### src/pcur_pkg.sv
`default_nettype none
package pcur_pkg;

    localparam int CFG_ADDR_W = 12;

    localparam logic [CFG_ADDR_W-1:0] DEV_CAP_OFS  = 12'h094;
    localparam logic [CFG_ADDR_W-1:0] DEV_CTRL_OFS = 12'h098;

    // Capabilities word layout
    localparam int CAP_SCALE_HI = 27;
    localparam int CAP_SCALE_LO = 26;
    localparam int CAP_VALUE_HI = 25;
    localparam int CAP_VALUE_LO = 18;
    localparam int CAP_ROLE_ERR = 15;
    localparam int CAP_WIDE_TAG = 5;
    localparam int CAP_GHOST_HI = 4;
    localparam int CAP_GHOST_LO = 3;
    localparam int CAP_MPS_HI   = 2;
    localparam int CAP_MPS_LO   = 0;

    localparam logic       ROLE_ERROR_REPORT_SUPPORT = 1'h1;
    localparam logic       WIDE_TAG_SUPPORT          = 1'h0;
    localparam logic [1:0] GHOST_FUNCTION_SUPPORT    = 2'h0;
    localparam logic [2:0] MAX_PAYLOAD_SUPPORTED     = 3'h1;

    // Power limit message payload layout
    localparam int MSG_W        = 10;
    localparam int MSG_SCALE_HI = 9;
    localparam int MSG_SCALE_LO = 8;
    localparam int MSG_VALUE_HI = 7;
    localparam int MSG_VALUE_LO = 0;

    // Device control layout
    localparam int CTRL_W     = 16;
    localparam int CTRL_RRL_HI = 14;
    localparam int CTRL_RRL_LO = 12;
    localparam int CTRL_MPS_HI = 7;
    localparam int CTRL_MPS_LO = 5;
    localparam int BE_RRL      = 1;
    localparam int BE_MPS      = 0;

    localparam logic [CTRL_W-1:0] DEV_CTRL_RESET = 16'h2000;
    localparam logic [2:0] RRL_RESET = DEV_CTRL_RESET[CTRL_RRL_HI:CTRL_RRL_LO];
    localparam logic [2:0] MPS_RESET = DEV_CTRL_RESET[CTRL_MPS_HI:CTRL_MPS_LO];

    // Power scale multiplier codes
    typedef enum logic [1:0] {
        PCUR_SCALE_1_0   = 2'h0,
        PCUR_SCALE_0_1   = 2'h1,
        PCUR_SCALE_0_01  = 2'h2,
        PCUR_SCALE_0_001 = 2'h3
    } pcur_scale_e;

    typedef struct packed {
        logic                  valid;
        logic                  write;
        logic [CFG_ADDR_W-1:0] addr;
        logic [3:0]            byte_en;
        logic [31:0]           wdata;
    } pcur_cfg_req_s;

    typedef struct packed {
        pcur_scale_e scale;
        logic [7:0]  value;
    } pcur_power_s;

endpackage
`default_nettype wire

### src/pcur_device_regs.sv
`timescale 1ns/1ns
`default_nettype none
module pcur_device_regs
    import pcur_pkg::*;
(
    input  wire logic              clock_in,
    input  wire logic              reset_in,
    input  wire pcur_cfg_req_s     cfg_req_in,
    output logic [31:0]            cfg_rdata_out,
    output logic                   cfg_rvalid_out,
    input  wire logic              power_msg_valid_in,
    input  wire logic [MSG_W-1:0]  power_msg_payload_in,
    output pcur_power_s            power_limit_out,
    output logic [2:0]             read_request_limit_out,
    output logic [2:0]             max_payload_size_out
);

    // Control register fields, each in its own flip-flop group
    logic [2:0]   read_request_limit_r;
    logic [2:0]   read_request_limit_nxt;
    logic [2:0]   max_payload_size_r;
    logic [2:0]   max_payload_size_nxt;

    // Read answer
    logic [31:0]  rdata_r;
    logic [31:0]  rdata_nxt;
    logic         rvalid_r;
    logic         rvalid_nxt;

    // Per-field write enables
    logic         rrl_we;
    logic         mps_we;

    // Register images as they read back
    logic [31:0]  cap_image;
    logic [31:0]  ctrl_image;

    // Which register a read request selects
    typedef enum logic [1:0] {
        PCUR_RD_NONE,
        PCUR_RD_CAP,
        PCUR_RD_CTRL,
        PCUR_RD_UNMAPPED
    } pcur_rd_sel_e;

    // Which register a write request selects
    typedef enum logic [1:0] {
        PCUR_WR_NONE,
        PCUR_WR_CAP,
        PCUR_WR_CTRL,
        PCUR_WR_UNMAPPED
    } pcur_wr_sel_e;

    pcur_rd_sel_e rd_sel;
    pcur_wr_sel_e wr_sel;

    function automatic logic addr_hit(input logic [CFG_ADDR_W-1:0] addr,
                                      input logic [CFG_ADDR_W-1:0] ofs);
        return addr == ofs;
    endfunction

    function automatic logic lane_on(input logic [3:0] be,
                                     input int         lane);
        return be[lane];
    endfunction

    function automatic logic [2:0] rrl_field(input logic [31:0] wd);
        return wd[CTRL_RRL_HI:CTRL_RRL_LO];
    endfunction

    function automatic logic [2:0] mps_field(input logic [31:0] wd);
        return wd[CTRL_MPS_HI:CTRL_MPS_LO];
    endfunction

    // Only reads produce an answer; the address picks the source
    function automatic pcur_rd_sel_e rd_target(input pcur_cfg_req_s req);
        pcur_rd_sel_e sel;
        if (!req.valid || req.write) begin
            sel = PCUR_RD_NONE;
        end else if (addr_hit(req.addr, DEV_CAP_OFS)) begin
            sel = PCUR_RD_CAP;
        end else if (addr_hit(req.addr, DEV_CTRL_OFS)) begin
            sel = PCUR_RD_CTRL;
        end else begin
            sel = PCUR_RD_UNMAPPED;
        end
        return sel;
    endfunction

    // Only writes to the control register carry any effect
    function automatic pcur_wr_sel_e wr_target(input pcur_cfg_req_s req);
        pcur_wr_sel_e sel;
        if (!req.valid || !req.write) begin
            sel = PCUR_WR_NONE;
        end else if (addr_hit(req.addr, DEV_CAP_OFS)) begin
            sel = PCUR_WR_CAP;
        end else if (addr_hit(req.addr, DEV_CTRL_OFS)) begin
            sel = PCUR_WR_CTRL;
        end else begin
            sel = PCUR_WR_UNMAPPED;
        end
        return sel;
    endfunction

    function automatic logic [31:0] cap_word(input pcur_power_s p);
        logic [31:0] w;
        w = 32'h0000_0000;
        w[CAP_SCALE_HI:CAP_SCALE_LO] = p.scale;
        w[CAP_VALUE_HI:CAP_VALUE_LO] = p.value;
        w[CAP_ROLE_ERR] = ROLE_ERROR_REPORT_SUPPORT;
        w[CAP_WIDE_TAG] = WIDE_TAG_SUPPORT;
        w[CAP_GHOST_HI:CAP_GHOST_LO] = GHOST_FUNCTION_SUPPORT;
        w[CAP_MPS_HI:CAP_MPS_LO] = MAX_PAYLOAD_SUPPORTED;
        return w;
    endfunction

    function automatic logic [31:0] ctrl_word(input logic [2:0] rrl,
                                              input logic [2:0] mps);
        logic [31:0] w;
        w = 32'h0000_0000;
        w[CTRL_RRL_HI:CTRL_RRL_LO] = rrl;
        w[CTRL_MPS_HI:CTRL_MPS_LO] = mps;
        return w;
    endfunction

    // Only the message path may load the captured power fields
    pcur_power_capture u_capture (
        .clock_in   (clock_in),
        .reset_in   (reset_in),
        .load_in    (power_msg_valid_in),
        .payload_in (power_msg_payload_in),
        .power_out  (power_limit_out)
    );

    always_comb begin
        wr_sel = wr_target(cfg_req_in);
    end

    // Writes to the capabilities word or an unmapped address are dropped,
    // so the captured power fields move on messages alone
    always_comb begin
        rrl_we = 1'h0;
        mps_we = 1'h0;
        unique case (wr_sel)
            PCUR_WR_CTRL: begin
                rrl_we = lane_on(cfg_req_in.byte_en, BE_RRL);
                mps_we = lane_on(cfg_req_in.byte_en, BE_MPS);
            end
            PCUR_WR_CAP: begin
                rrl_we = 1'h0;
                mps_we = 1'h0;
            end
            PCUR_WR_UNMAPPED, PCUR_WR_NONE: begin
                rrl_we = 1'h0;
                mps_we = 1'h0;
            end
        endcase
    end

    always_comb begin
        read_request_limit_nxt = read_request_limit_r;
        if (rrl_we) begin
            read_request_limit_nxt = rrl_field(cfg_req_in.wdata);
        end
    end

    always_ff @(posedge clock_in) begin
        if (reset_in) begin
            read_request_limit_r <= RRL_RESET;
        end else begin
            read_request_limit_r <= read_request_limit_nxt;
        end
    end

    // Reserved payload size encodings are kept as written
    always_comb begin
        max_payload_size_nxt = max_payload_size_r;
        if (mps_we) begin
            max_payload_size_nxt = mps_field(cfg_req_in.wdata);
        end
    end

    always_ff @(posedge clock_in) begin
        if (reset_in) begin
            max_payload_size_r <= MPS_RESET;
        end else begin
            max_payload_size_r <= max_payload_size_nxt;
        end
    end

    assign cap_image  = cap_word(power_limit_out);
    assign ctrl_image = ctrl_word(read_request_limit_r, max_payload_size_r);

    always_comb begin
        rd_sel = rd_target(cfg_req_in);
    end

    // Read data hold until the next read; unmapped reads answer zero
    // rather than stale data
    always_comb begin
        rdata_nxt = rdata_r;
        unique case (rd_sel)
            PCUR_RD_CAP: begin
                rdata_nxt = cap_image;
            end
            PCUR_RD_CTRL: begin
                rdata_nxt = ctrl_image;
            end
            PCUR_RD_UNMAPPED: begin
                rdata_nxt = 32'h0000_0000;
            end
            PCUR_RD_NONE: begin
                rdata_nxt = rdata_r;
            end
        endcase
    end

    // Answer marker follows the request by exactly one cycle
    always_comb begin
        rvalid_nxt = (rd_sel != PCUR_RD_NONE);
    end

    always_ff @(posedge clock_in) begin
        if (reset_in) begin
            rdata_r <= 32'h0000_0000;
        end else begin
            rdata_r <= rdata_nxt;
        end
    end

    always_ff @(posedge clock_in) begin
        if (reset_in) begin
            rvalid_r <= 1'h0;
        end else begin
            rvalid_r <= rvalid_nxt;
        end
    end

    assign cfg_rdata_out          = rdata_r;
    assign cfg_rvalid_out         = rvalid_r;
    assign read_request_limit_out = read_request_limit_r;
    assign max_payload_size_out   = max_payload_size_r;

endmodule
`default_nettype wire

### src/pcur_power_capture.sv
`timescale 1ns/1ns
`default_nettype none
module pcur_power_capture
    import pcur_pkg::*;
(
    input  wire logic              clock_in,
    input  wire logic              reset_in,
    input  wire logic              load_in,
    input  wire logic [MSG_W-1:0]  payload_in,
    output var  pcur_power_s       power_out
);

    // One register holds both fields so they never disagree
    always_ff @(posedge clock_in) begin
        if (reset_in) begin
            power_out <= '{scale: PCUR_SCALE_1_0, value: 8'h00};
        end else if (load_in) begin
            power_out.scale <= pcur_scale_e'(
                payload_in[MSG_SCALE_HI:MSG_SCALE_LO]);
            power_out.value <= payload_in[MSG_VALUE_HI:MSG_VALUE_LO];
        end
    end

endmodule
`default_nettype wire

### config.mk
export PLATFORM = sky130hd
export DESIGN_NAME = pcur_device_regs
export DESIGN_NICKNAME = d
export VERILOG_FILES = /design/src/pcur_pkg.sv /design/src/pcur_device_regs.sv /design/src/pcur_power_capture.sv
export SDC_FILE = /design/constraint.sdc
export NUM_CORES = 1
export LEC_CHECK = 0
export ABC_AREA = 1
export CAP_MARGIN = 20
export CORE_ASPECT_RATIO = 0.8
export CORE_MARGIN = 3
export CORE_UTILIZATION = 55
export DETAILED_ROUTE_END_ITERATION = 10
export DONT_BUFFER_PORTS = 1
export GPL_ROUTABILITY_DRIVEN = 0
export PLACE_DENSITY = 0.7
export SYNTH_ARGS = -nofsm -noshare
export SYNTH_HDL_FRONTEND = slang
export SYNTH_SLANG_ARGS = --single-unit
### constraint.sdc
create_clock -name clock_in -period 1.9 [get_ports clock_in]
set_clock_uncertainty 0.2 [all_clocks]
set_input_delay 0.285 -clock clock_in [delete_from_list [all_inputs] [get_ports clock_in]]
set_output_delay 0.285 -clock clock_in [all_outputs]
set_load 0.1 [all_outputs]
==> flow_summary.json, run 1 <==
{
  "status": "completed",
  "die_w_um": 64,
  "drt_iter0_drc": 63,
  "clock_sinks": 34,
  "dp.cells": 271,
  "worst_pin_slew_ns": 0.569,
  "post_cts_buffers": 0,
  "num_rows": 16,
  "nFillCells": 154,
  "p_per_area_nw_per_um2": 799,
  "clockRootBuffer": "clkbuf_4",
  "max_slew_margin_pct": 61.9,
  "chipHeight_um": 52.4,
  "num_vias": 1488,
  "portBuffers": 0,
  "synthToLayoutAreaGrowth_pct": 37.0,
  "worstSetupEndpointType": "flip-flop",
  "p_leak_nw": 0.973,
  "reg2reg_depth": 4,
  "drive_gt1_share_pct": 17.8,
  "synth_area_leaders": "dfxtp_1, nor2_1, buf_4",
  "fmax_mhz": 554,
  "drv_cap": 0,
  "dr.pass1.iters": 4,
  "power_mw": 1.62,
  "worst_setup_path_start_kind": "flip-flop",
  "netlist_area_um2": 1480,
  "synth_top_area_share_pct": 46.0,
  "placed_cell_area_um2": 1700,
  "insertedDiodeCount": 0,
  "drc": 0,
  "synth_top_area_cell": "dfxtp_1",
  "synth_edf_count": 0,
  "final_area_um2": 2030,
  "yosys_warnings": 0,
  "rsz0062_at_grt": "no",
  "holdPathStages": 4,
  "core_area_um2": 2500,
  "r2r_slack_ns": 0.1,
  "finalSetupViolations": 0,
  "grt_usage_pct": 26.4,
  "crit_fanout": 2,
  "ys_seq_area_share_pct": 46.0,
  "via_per_inst": 4.86,
  "grt_antenna_before_repair": 0,
  "grt_pass1_vias": 1417,
  "clk_latency_ns": 0.33,
  "place_ws_ns": 0.487,
  "synthTopCellsByCount": "nor2_1, dfxtp_1, nand2_1",
  "dpl.hpwl_um": 2540,
  "worst_slack_ns": 0.0957,
  "ir_drop_mv": 0.586,
  "synth_flop_cell": "dfxtp_1",
  "r2r_start": "u_capture.power_out[8]",
  "routedWlPerCell_um": 13.9,
  "h-tree-depth": 2,
  "hold_viol": 0,
  "ys_types": 20,
  "io_pins": 112,
  "worstHoldEndpoint": "cfg_rdata_out[6]",
  "final_nets": 332,
  "cts-buffers-inserted": 5,
  "async_flop_share_pct": 0,
  "whs_ns": 0.0475,
  "synth_most_common_cell": "nor2_1",
  "ant_nets": 0,
  "crit_arrival_ns": 1.89,
  "grt_pass1_wl_um": 6580,
  "layout_min_cycle_time_ns": 1.80,
  "netlist_instances": 209,
  "start_util_pct": 59.2,
  "fin_util_pct": 81.1,
  "critical_path_class": "reg2reg",
  "grt_max_degree": 18,
  "min_path_type": "in2reg",
  "overflow": 0,
  "finalWirelength_um": 4250,
  "die_area_um2": 3350,
  "synth-seq-cells": 34,
  "cts_max_path_buffers": 2,
  "timing.final.crit_share_pct": 95.0,
  "cts_tree": "built",
  "syn_avg_cell_area_um2": 7.08,
  "worstPathRequired_ns": 1.98,
  "min_from": "cfg_req_in[48]",
  "slew_viol_final": 0,
  "final_cells": 306,
  "setup_tns_ns": 0,
  "clkTransAtPathRegs_ns": 0.10,
  "regToRegEndpoint": "u_capture.power_out[8]"
}
cells in the final DEF (no fill, tap or decap), drive strengths merged:
| cell | synthesis | routed |
|---|---|---|
| o21ai | 11 | 11 |
| dfxtp | 34 | 34 |
| buf | 20 | 35 |
| inv | 21 | 21 |
| nand3 | 11 | 11 |
| nand2b | 1 | 1 |
| dlygate4sd3 | 0 | 27 |
| clkbuf | 2 | 7 |
| clkinv | 1 | 2 |
| a21oi | 11 | 11 |
| nand2 | 30 | 30 |
| nor2 | 63 | 63 |
| conb | 1 | 14 |
| nand4 | 3 | 3 |
cell families after synthesis:
| family | share of synthesized area, % |
|---|---|
| other | 0.253 |
| AO/OA/AOI/OAI | 7.44 |
| AND/OR/NAND/NOR | 30.4 |
| buffers and inverters | 15.9 |
| flip-flops | 46.0 |
layer usage:
layer / vias up / global-route usage, % / routed length [µm]
met5: - / 0 / 0
met1: 657 / 28.2 / 1630
met4: 0 / 10.8 / 106
met2: 83 / 48.0 / 2160
met3: 17 / 9.01 / 359
li1: 731 / - / -
worst max-delay path, cell delays in order, from the launching register on:
cell and delay [ns]:
dfxtp_1 0.38, buf_4 0.31, o21ai_0 0.13, nor2_1 0.16, dlygate4sd3_1 0.57
cell type report:
cell class | instances | area [µm²] | area share, %
Sequential cell | 34 | 682 | 33.6
Clock buffer | 7 | 55.1 | 2.71
Clock inverter | 1 | 5.00 | 0.247
Inverter | 22 | 82.6 | 4.07
Timing Repair Buffer | 62 | 546 | 26.9
Multi-Input combinational cell | 144 | 613 | 30.2
Tap cell | 36 | 45.0 | 2.22
registers in the layout, summed over array words and instances (netlist names):
| name | count |
|---|---|
| cfg_rdata_out | 17 |
| u_capture.power_out | 10 |
| cfg_rvalid_out | 1 |
| max_payload_size_out | 3 |
| read_request_limit_out | 3 |
worst max path at each step:
stage / start / end / cells after the start
after global routing: u_capture.power_out[8] / u_capture.power_out[8] / 4
after detailed placement: cfg_req_in[41] / read_request_limit_out[0] / 6
after floorplan: cfg_rdata_out[15] / cfg_rdata_out[15] / 1
final: u_capture.power_out[8] / u_capture.power_out[8] / 4
after CTS: u_capture.power_out[8] / u_capture.power_out[8] / 4
after global placement: cfg_req_in[38] / read_request_limit_out[1] / 6
what timing repair did:
item,in CTS,in global routing
setup endpoints to repair,0,0
hold endpoints to repair,33,0
gates resized for setup,0,0
hold buffers,27,0
power breakdown:
group          total, mW  internal (mW)  leakage (nW)  switching (mW)
registers          0.748          0.735         0.278          0.0131
logic              0.454         0.0912         0.661           0.363
clock network      0.418          0.179        0.0353           0.239
total               1.62           1.01         0.973           0.615
No activity file was read; power rests on OpenSTA's default activity.
==> inputs of run 2 (changes only) <==
ABC_AREA = default   (was 1)
SYNTH_HIERARCHICAL = 1   (was default)
==> flow_summary.json, run 2 <==
{
  "status": "completed",
  "die_area_um2": 3320,
  "chipHeight_um": 52.1,
  "syn_avg_cell_area_um2": 11.3,
  "final_area_um2": 2060,
  "p_per_area_nw_per_um2": 715,
  "synth_compound_area_share_pct": 12.5,
  "synthMuxAreaShare_pct": 10.9,
  "routedWlPerCell_um": 16.5,
  "finalWirelength_um": 3830,
  "clockRootBuffer": "clkbuf_4",
  "critical-path-max-stage-delay_ns": 0.54,
  "portBuffers": 0,
  "synth_flop_cell": "dfxtp_1",
  "synthTopCellsByCount": "dfxtp_1, mux2i_1, buf_4",
  "insertedDiodeCount": 0,
  "final_nets": 260,
  "netlist_instances": 130,
  "io_pins": 112,
  "synth_edf_count": 0,
  "async_flop_share_pct": 0,
  "start_util_pct": 59.0,
  "fmax_mhz": 579,
  "placed_cell_area_um2": 1720,
  "num_rows": 16,
  "rsz0062_at_grt": "no",
  "synth_most_common_cell": "dfxtp_1",
  "synth-seq-cells": 34,
  "synth_area_leaders": "dfxtp_1, mux2i_1, buf_4",
  "final_cells": 232,
  "timing.final.crit_share_pct": 90.9,
  "drc": 0,
  "worstSetupEndpointType": "flip-flop",
  "synth_xor_area_share_pct": 0,
  "grt_pass1_vias": 1263,
  "setup_tns_ns": 0,
  "crit_fanout": 9,
  "synth_top_area_share_pct": 46.5,
  "drt_iter0_drc": 33,
  "clkTransAtPathRegs_ns": 0.09,
  "num_vias": 1219,
  "grt_usage_pct": 23.6,
  "crit_arrival_ns": 1.78,
  "worst_slack_ns": 0.173,
  "worst_setup_path_start_kind": "input pin",
  "finalSetupViolations": 0,
  "worstPathCellList": "dlygate4sd3_1 -> nand2b_1 -> nor2b_2 -> buf_4 -> a22o_1",
  "synth_top_family_by_area": "simple AND/OR/NAND/NOR gates",
  "grt_pass1_wl_um": 5920,
  "dp.cells": 197,
  "die_w_um": 63.7,
  "ys_types": 23,
  "core_area_um2": 2480,
  "cts_max_path_buffers": 2,
  "grt_antenna_before_repair": 0,
  "slew_viol_final": 0,
  "synthAdderAreaFrac_pct": 0,
  "h-tree-depth": 2,
  "cts-buffers-inserted": 5,
  "path_delay_family": "buffers and inverters",
  "drive_gt1_share_pct": 31.1,
  "clock_sinks": 34,
  "grt_max_degree": 25,
  "ir_drop_mv": 0.804,
  "drv_cap": 0,
  "layout_min_cycle_time_ns": 1.73,
  "largest_reg_flops": 17,
  "layout_commonest_cell": "buf_4",
  "critical_path_class": "in2reg",
  "layout_common_cells": "buf_4, dfxtp_1, dlygate4sd3_1",
  "dr.pass1.iters": 4,
  "p_leak_nw": 0.893,
  "hold_viol": 0,
  "worstPathRequired_ns": 1.95,
  "path_buf_inv": 2,
  "clk_latency_ns": 0.31,
  "ant_nets": 0,
  "synthToLayoutAreaGrowth_pct": 40.9,
  "ys_seq_area_share_pct": 46.5,
  "min_path_type": "in2reg",
  "via_per_inst": 5.25,
  "synthSimpleGateAreaFrac_pct": 19.6,
  "cts_tree": "built",
  "max_slew_margin_pct": 47.1,
  "dpl.hpwl_um": 2320,
  "yosys_warnings": 6,
  "synth_top_area_cell": "dfxtp_1",
  "critical-path-slowest-cell": "dlygate4sd3_1",
  "overflow": 0,
  "worst_pin_slew_ns": 0.791,
  "place_ws_ns": -0.0209,
  "post_cts_buffers": 0,
  "netlist_area_um2": 1460
}
[run 2: cell types whose count changed in the layout (fill, tap and decap cells not counted), sizes merged, moves of 6 or more]
| cell | before | now |
|---|---|---|
| nor2 | 63 | 13 |
| o21ai | 11 | 0 |
| inv | 21 | 0 |
| nand2b | 1 | 12 |
| nand2 | 30 | 1 |
| a22o | 0 | 10 |
| nand3 | 11 | 2 |
| mux2i | 0 | 16 |
| a21oi | 11 | 1 |
| o2bb2ai | 0 | 6 |
[run 2: cell families after synthesis]
group                  count (synthesis)
muxes                                 16
buffers and inverters                 21
and+or+nand+nor                       41
DFF                                   34
AOI/OAI and AO/OA                     17
other                                  1
[run 2: per-stage QoR]
| step | hold slack, ns | utilization (%) | power, mW |
|---|---|---|---|
| finish | 0.0375 | 83.1 | 1.48 |
| global route | 0.0151 | 83.1 | 1.52 |
| CTS | 0.0205 | 83.0 | 1.48 |
| detailed placement | 0.155 | 69.2 | 1.04 |
| global placement | 0.152 | 69.2 | 1.04 |
| floorplan | 0.232 | - | 1.05 |
[run 2: path summary, 6_finish.rpt]
path / startpoint / depth (start not counted) / slack [ns] / endpoint
setup reg to reg: u_capture/power_out[6] / 4 / 0.18 / u_capture/power_out[6]
hold / removal: reset_in / 2 / 0.04 / cfg_rdata_out[12]
setup / recovery: cfg_req_in[49] / 5 / 0.17 / cfg_rdata_out[26]
hold reg to reg: cfg_rdata_out[15] / 2 / 0.28 / cfg_rdata_out[15]
[run 2: report_power, final]
part	switching, mW	total, mW	internal, mW
Sequential	0.00388	0.729	0.725
Clock	0.211	0.378	0.167
Combinational	0.276	0.368	0.0918
Total	0.491	1.48	0.984
[run 2: final cells by class]
cell class	count	area [µm²]
Timing Repair Buffer	68	596
Tap cell	36	45.0
Multi-Input combinational cell	88	688
Clock buffer	6	51.3
Fill cell	160	420
Sequential cell	34	682
[run 2: routing by layer]
layer	GRT usage (%)	vias up	wire [µm]
met3	9.50	2	349
met5	0	-	0
met1	25.1	582	1480
met4	5.02	0	12
li1	-	562	-
met2	44.2	73	1980
[run 2: worst reg2reg max path, stage by stage, from the launching register on]
cell and delay [ns]:
dfxtp_1 0.32, buf_4 0.30, mux2i_1 0.15, dlygate4sd3_1 0.59, nor2_1 0.10
[run 2: repair_timing]
action,CTS,global route
gates resized for setup,0,1
hold endpoints to repair,23,0
hold buffers,29,0
endpoints found under the setup margin,0,1
==> inputs of run 3 (changes only) <==
clock period = 2.2 ns   (was 1.9 ns; I/O delays follow)
==> flow_summary.json, run 3 (synthesis gave the netlist of run 2 again) <==
{
  "grt_antenna_before_repair": 0,
  "grtUsageMet1_pct": 26.3,
  "post_cts_buffers": 0,
  "critical_path_class": "in2reg",
  "start_util_pct": 59.0,
  "layout_min_cycle_time_ns": 1.97,
  "overflow": 0,
  "worst_pin_slew_ns": 0.733,
  "whs_ns": 0.0220,
  "timing.final.crit_share_pct": 89.5,
  "worst_slack_ns": 0.232,
  "drc": 0,
  "r2r_slack_ns": 0.45,
  "worstSetupEndpointType": "flip-flop",
  "ant_nets": 0,
  "cts_hold_buf": 28,
  "grtUsageMet3_pct": 8.86,
  "hold_viol": 0,
  "rsz0062_at_grt": "no",
  "place_ws_ns": 0.126,
  "grt_pass1_vias": 1254,
  "die_w_um": 63.7,
  "h-tree-depth": 2,
  "drive_gt1_share_pct": 30.8,
  "grt_max_degree": 22,
  "dr.pass1.iters": 4,
  "grt_usage_pct": 24.4,
  "final_nets": 260,
  "worst_setup_path_start_kind": "input pin",
  "largest_reg_flops": 17,
  "clock_sinks": 34,
  "clkTransAtPathRegs_ns": 0.11,
  "drv_cap": 0,
  "clk_latency_ns": 0.33,
  "insertedDiodeCount": 0,
  "startpoint": "cfg_req_in[49]",
  "p_per_area_nw_per_um2": 637,
  "top_usage_layer": "met2",
  "fin_util_pct": 82.8,
  "cts_max_path_buffers": 2,
  "crit_arrival_ns": 2.05,
  "dpl.hpwl_um": 2400,
  "drt_iter0_drc": 28,
  "chipHeight_um": 52.1,
  "via_per_inst": 5.05,
  "fmax_mhz": 508,
  "ir_drop_mv": 0.634,
  "num_vias": 1182,
  "gr-usage-met2_pct": 44.5,
  "min_from": "reset_in",
  "synthToLayoutAreaGrowth_pct": 40.4,
  "portBuffers": 0,
  "num_rows": 16,
  "min_path_type": "in2reg",
  "status": "completed",
  "core_area_um2": 2480,
  "finalWirelength_um": 3830,
  "max_slew_margin_pct": 51.0,
  "grt_pass1_wl_um": 6000,
  "die_area_um2": 3320,
  "cts_tree": "built",
  "clockRootBuffer": "clkbuf_4",
  "routedWlPerCell_um": 16.4,
  "power_mw": 1.31,
  "ctsResizeCount": 0,
  "worstPathRequired_ns": 2.28,
  "p_leak_nw": 0.891,
  "crit_fanout": 9,
  "layout_common_cells": "buf_4, dfxtp_1, dlygate4sd3_1",
  "setup_tns_ns": 0,
  "r2r_start": "u_capture/power_out[3]",
  "io_pins": 112,
  "cts-buffers-inserted": 5,
  "slew_viol_final": 0,
  "layout_commonest_cell": "buf_4",
  "finalSetupViolations": 0
}
==> run 3: cell count changes in the layout (fill, tap and decap cells not counted) <==
cell | before | now
clkinvlp_4 | 0 | 1
or4_1 | 1 | 2
or4_4 | 1 | 0
buf_4 | 38 | 39
nor2b_2 | 1 | 0
nor2b_1 | 0 | 1
clkinv_2 | 0 | 1
buf_12 | 1 | 0
==> run 3: critical path, stage by stage <==
cell and delay, ns:
dlygate4sd3_1 0.54, nand2b_1 0.13, nor2b_1 0.58, buf_4 0.31, a22o_1 0.16
==> run 3: per-layer routing <==
layer  share of wire [%]  routed length, µm
met1                  39               1500
met5                   0                  0
met2                  51               1970
met3                 8.7                334
met4                0.70                 27
==> run 3: metrics by stage <==
step,cells,instance area (µm²)
floorplan,143,1510
global placement,197,1700
detailed placement,197,1700
CTS,233,2050
global route,234,2060
finish,234,2060
==> run 3: worst paths after layout <==
kind	cells past startpoint	end
max	5	cfg_rdata_out[25]
min	2	cfg_rdata_out[7]
max reg2reg	4	u_capture/power_out[3]
min reg2reg	2	cfg_rdata_out[15]
==> run 3: cell type report <==
class / count / area [µm²]
tap: 36 / 45.0
clock inverter: 2 / 12.5
fill: 160 / 427
sequential: 34 / 682
multi-input combinational: 88 / 682
timing repair buffer: 68 / 583
clock buffer: 6 / 51.3
==> run 3: where the power goes <==
| part | internal (mW) | switching, mW |
|---|---|---|
| logic | 0.0793 | 0.238 |
| clock network | 0.154 | 0.209 |
| registers | 0.627 | 0.00354 |
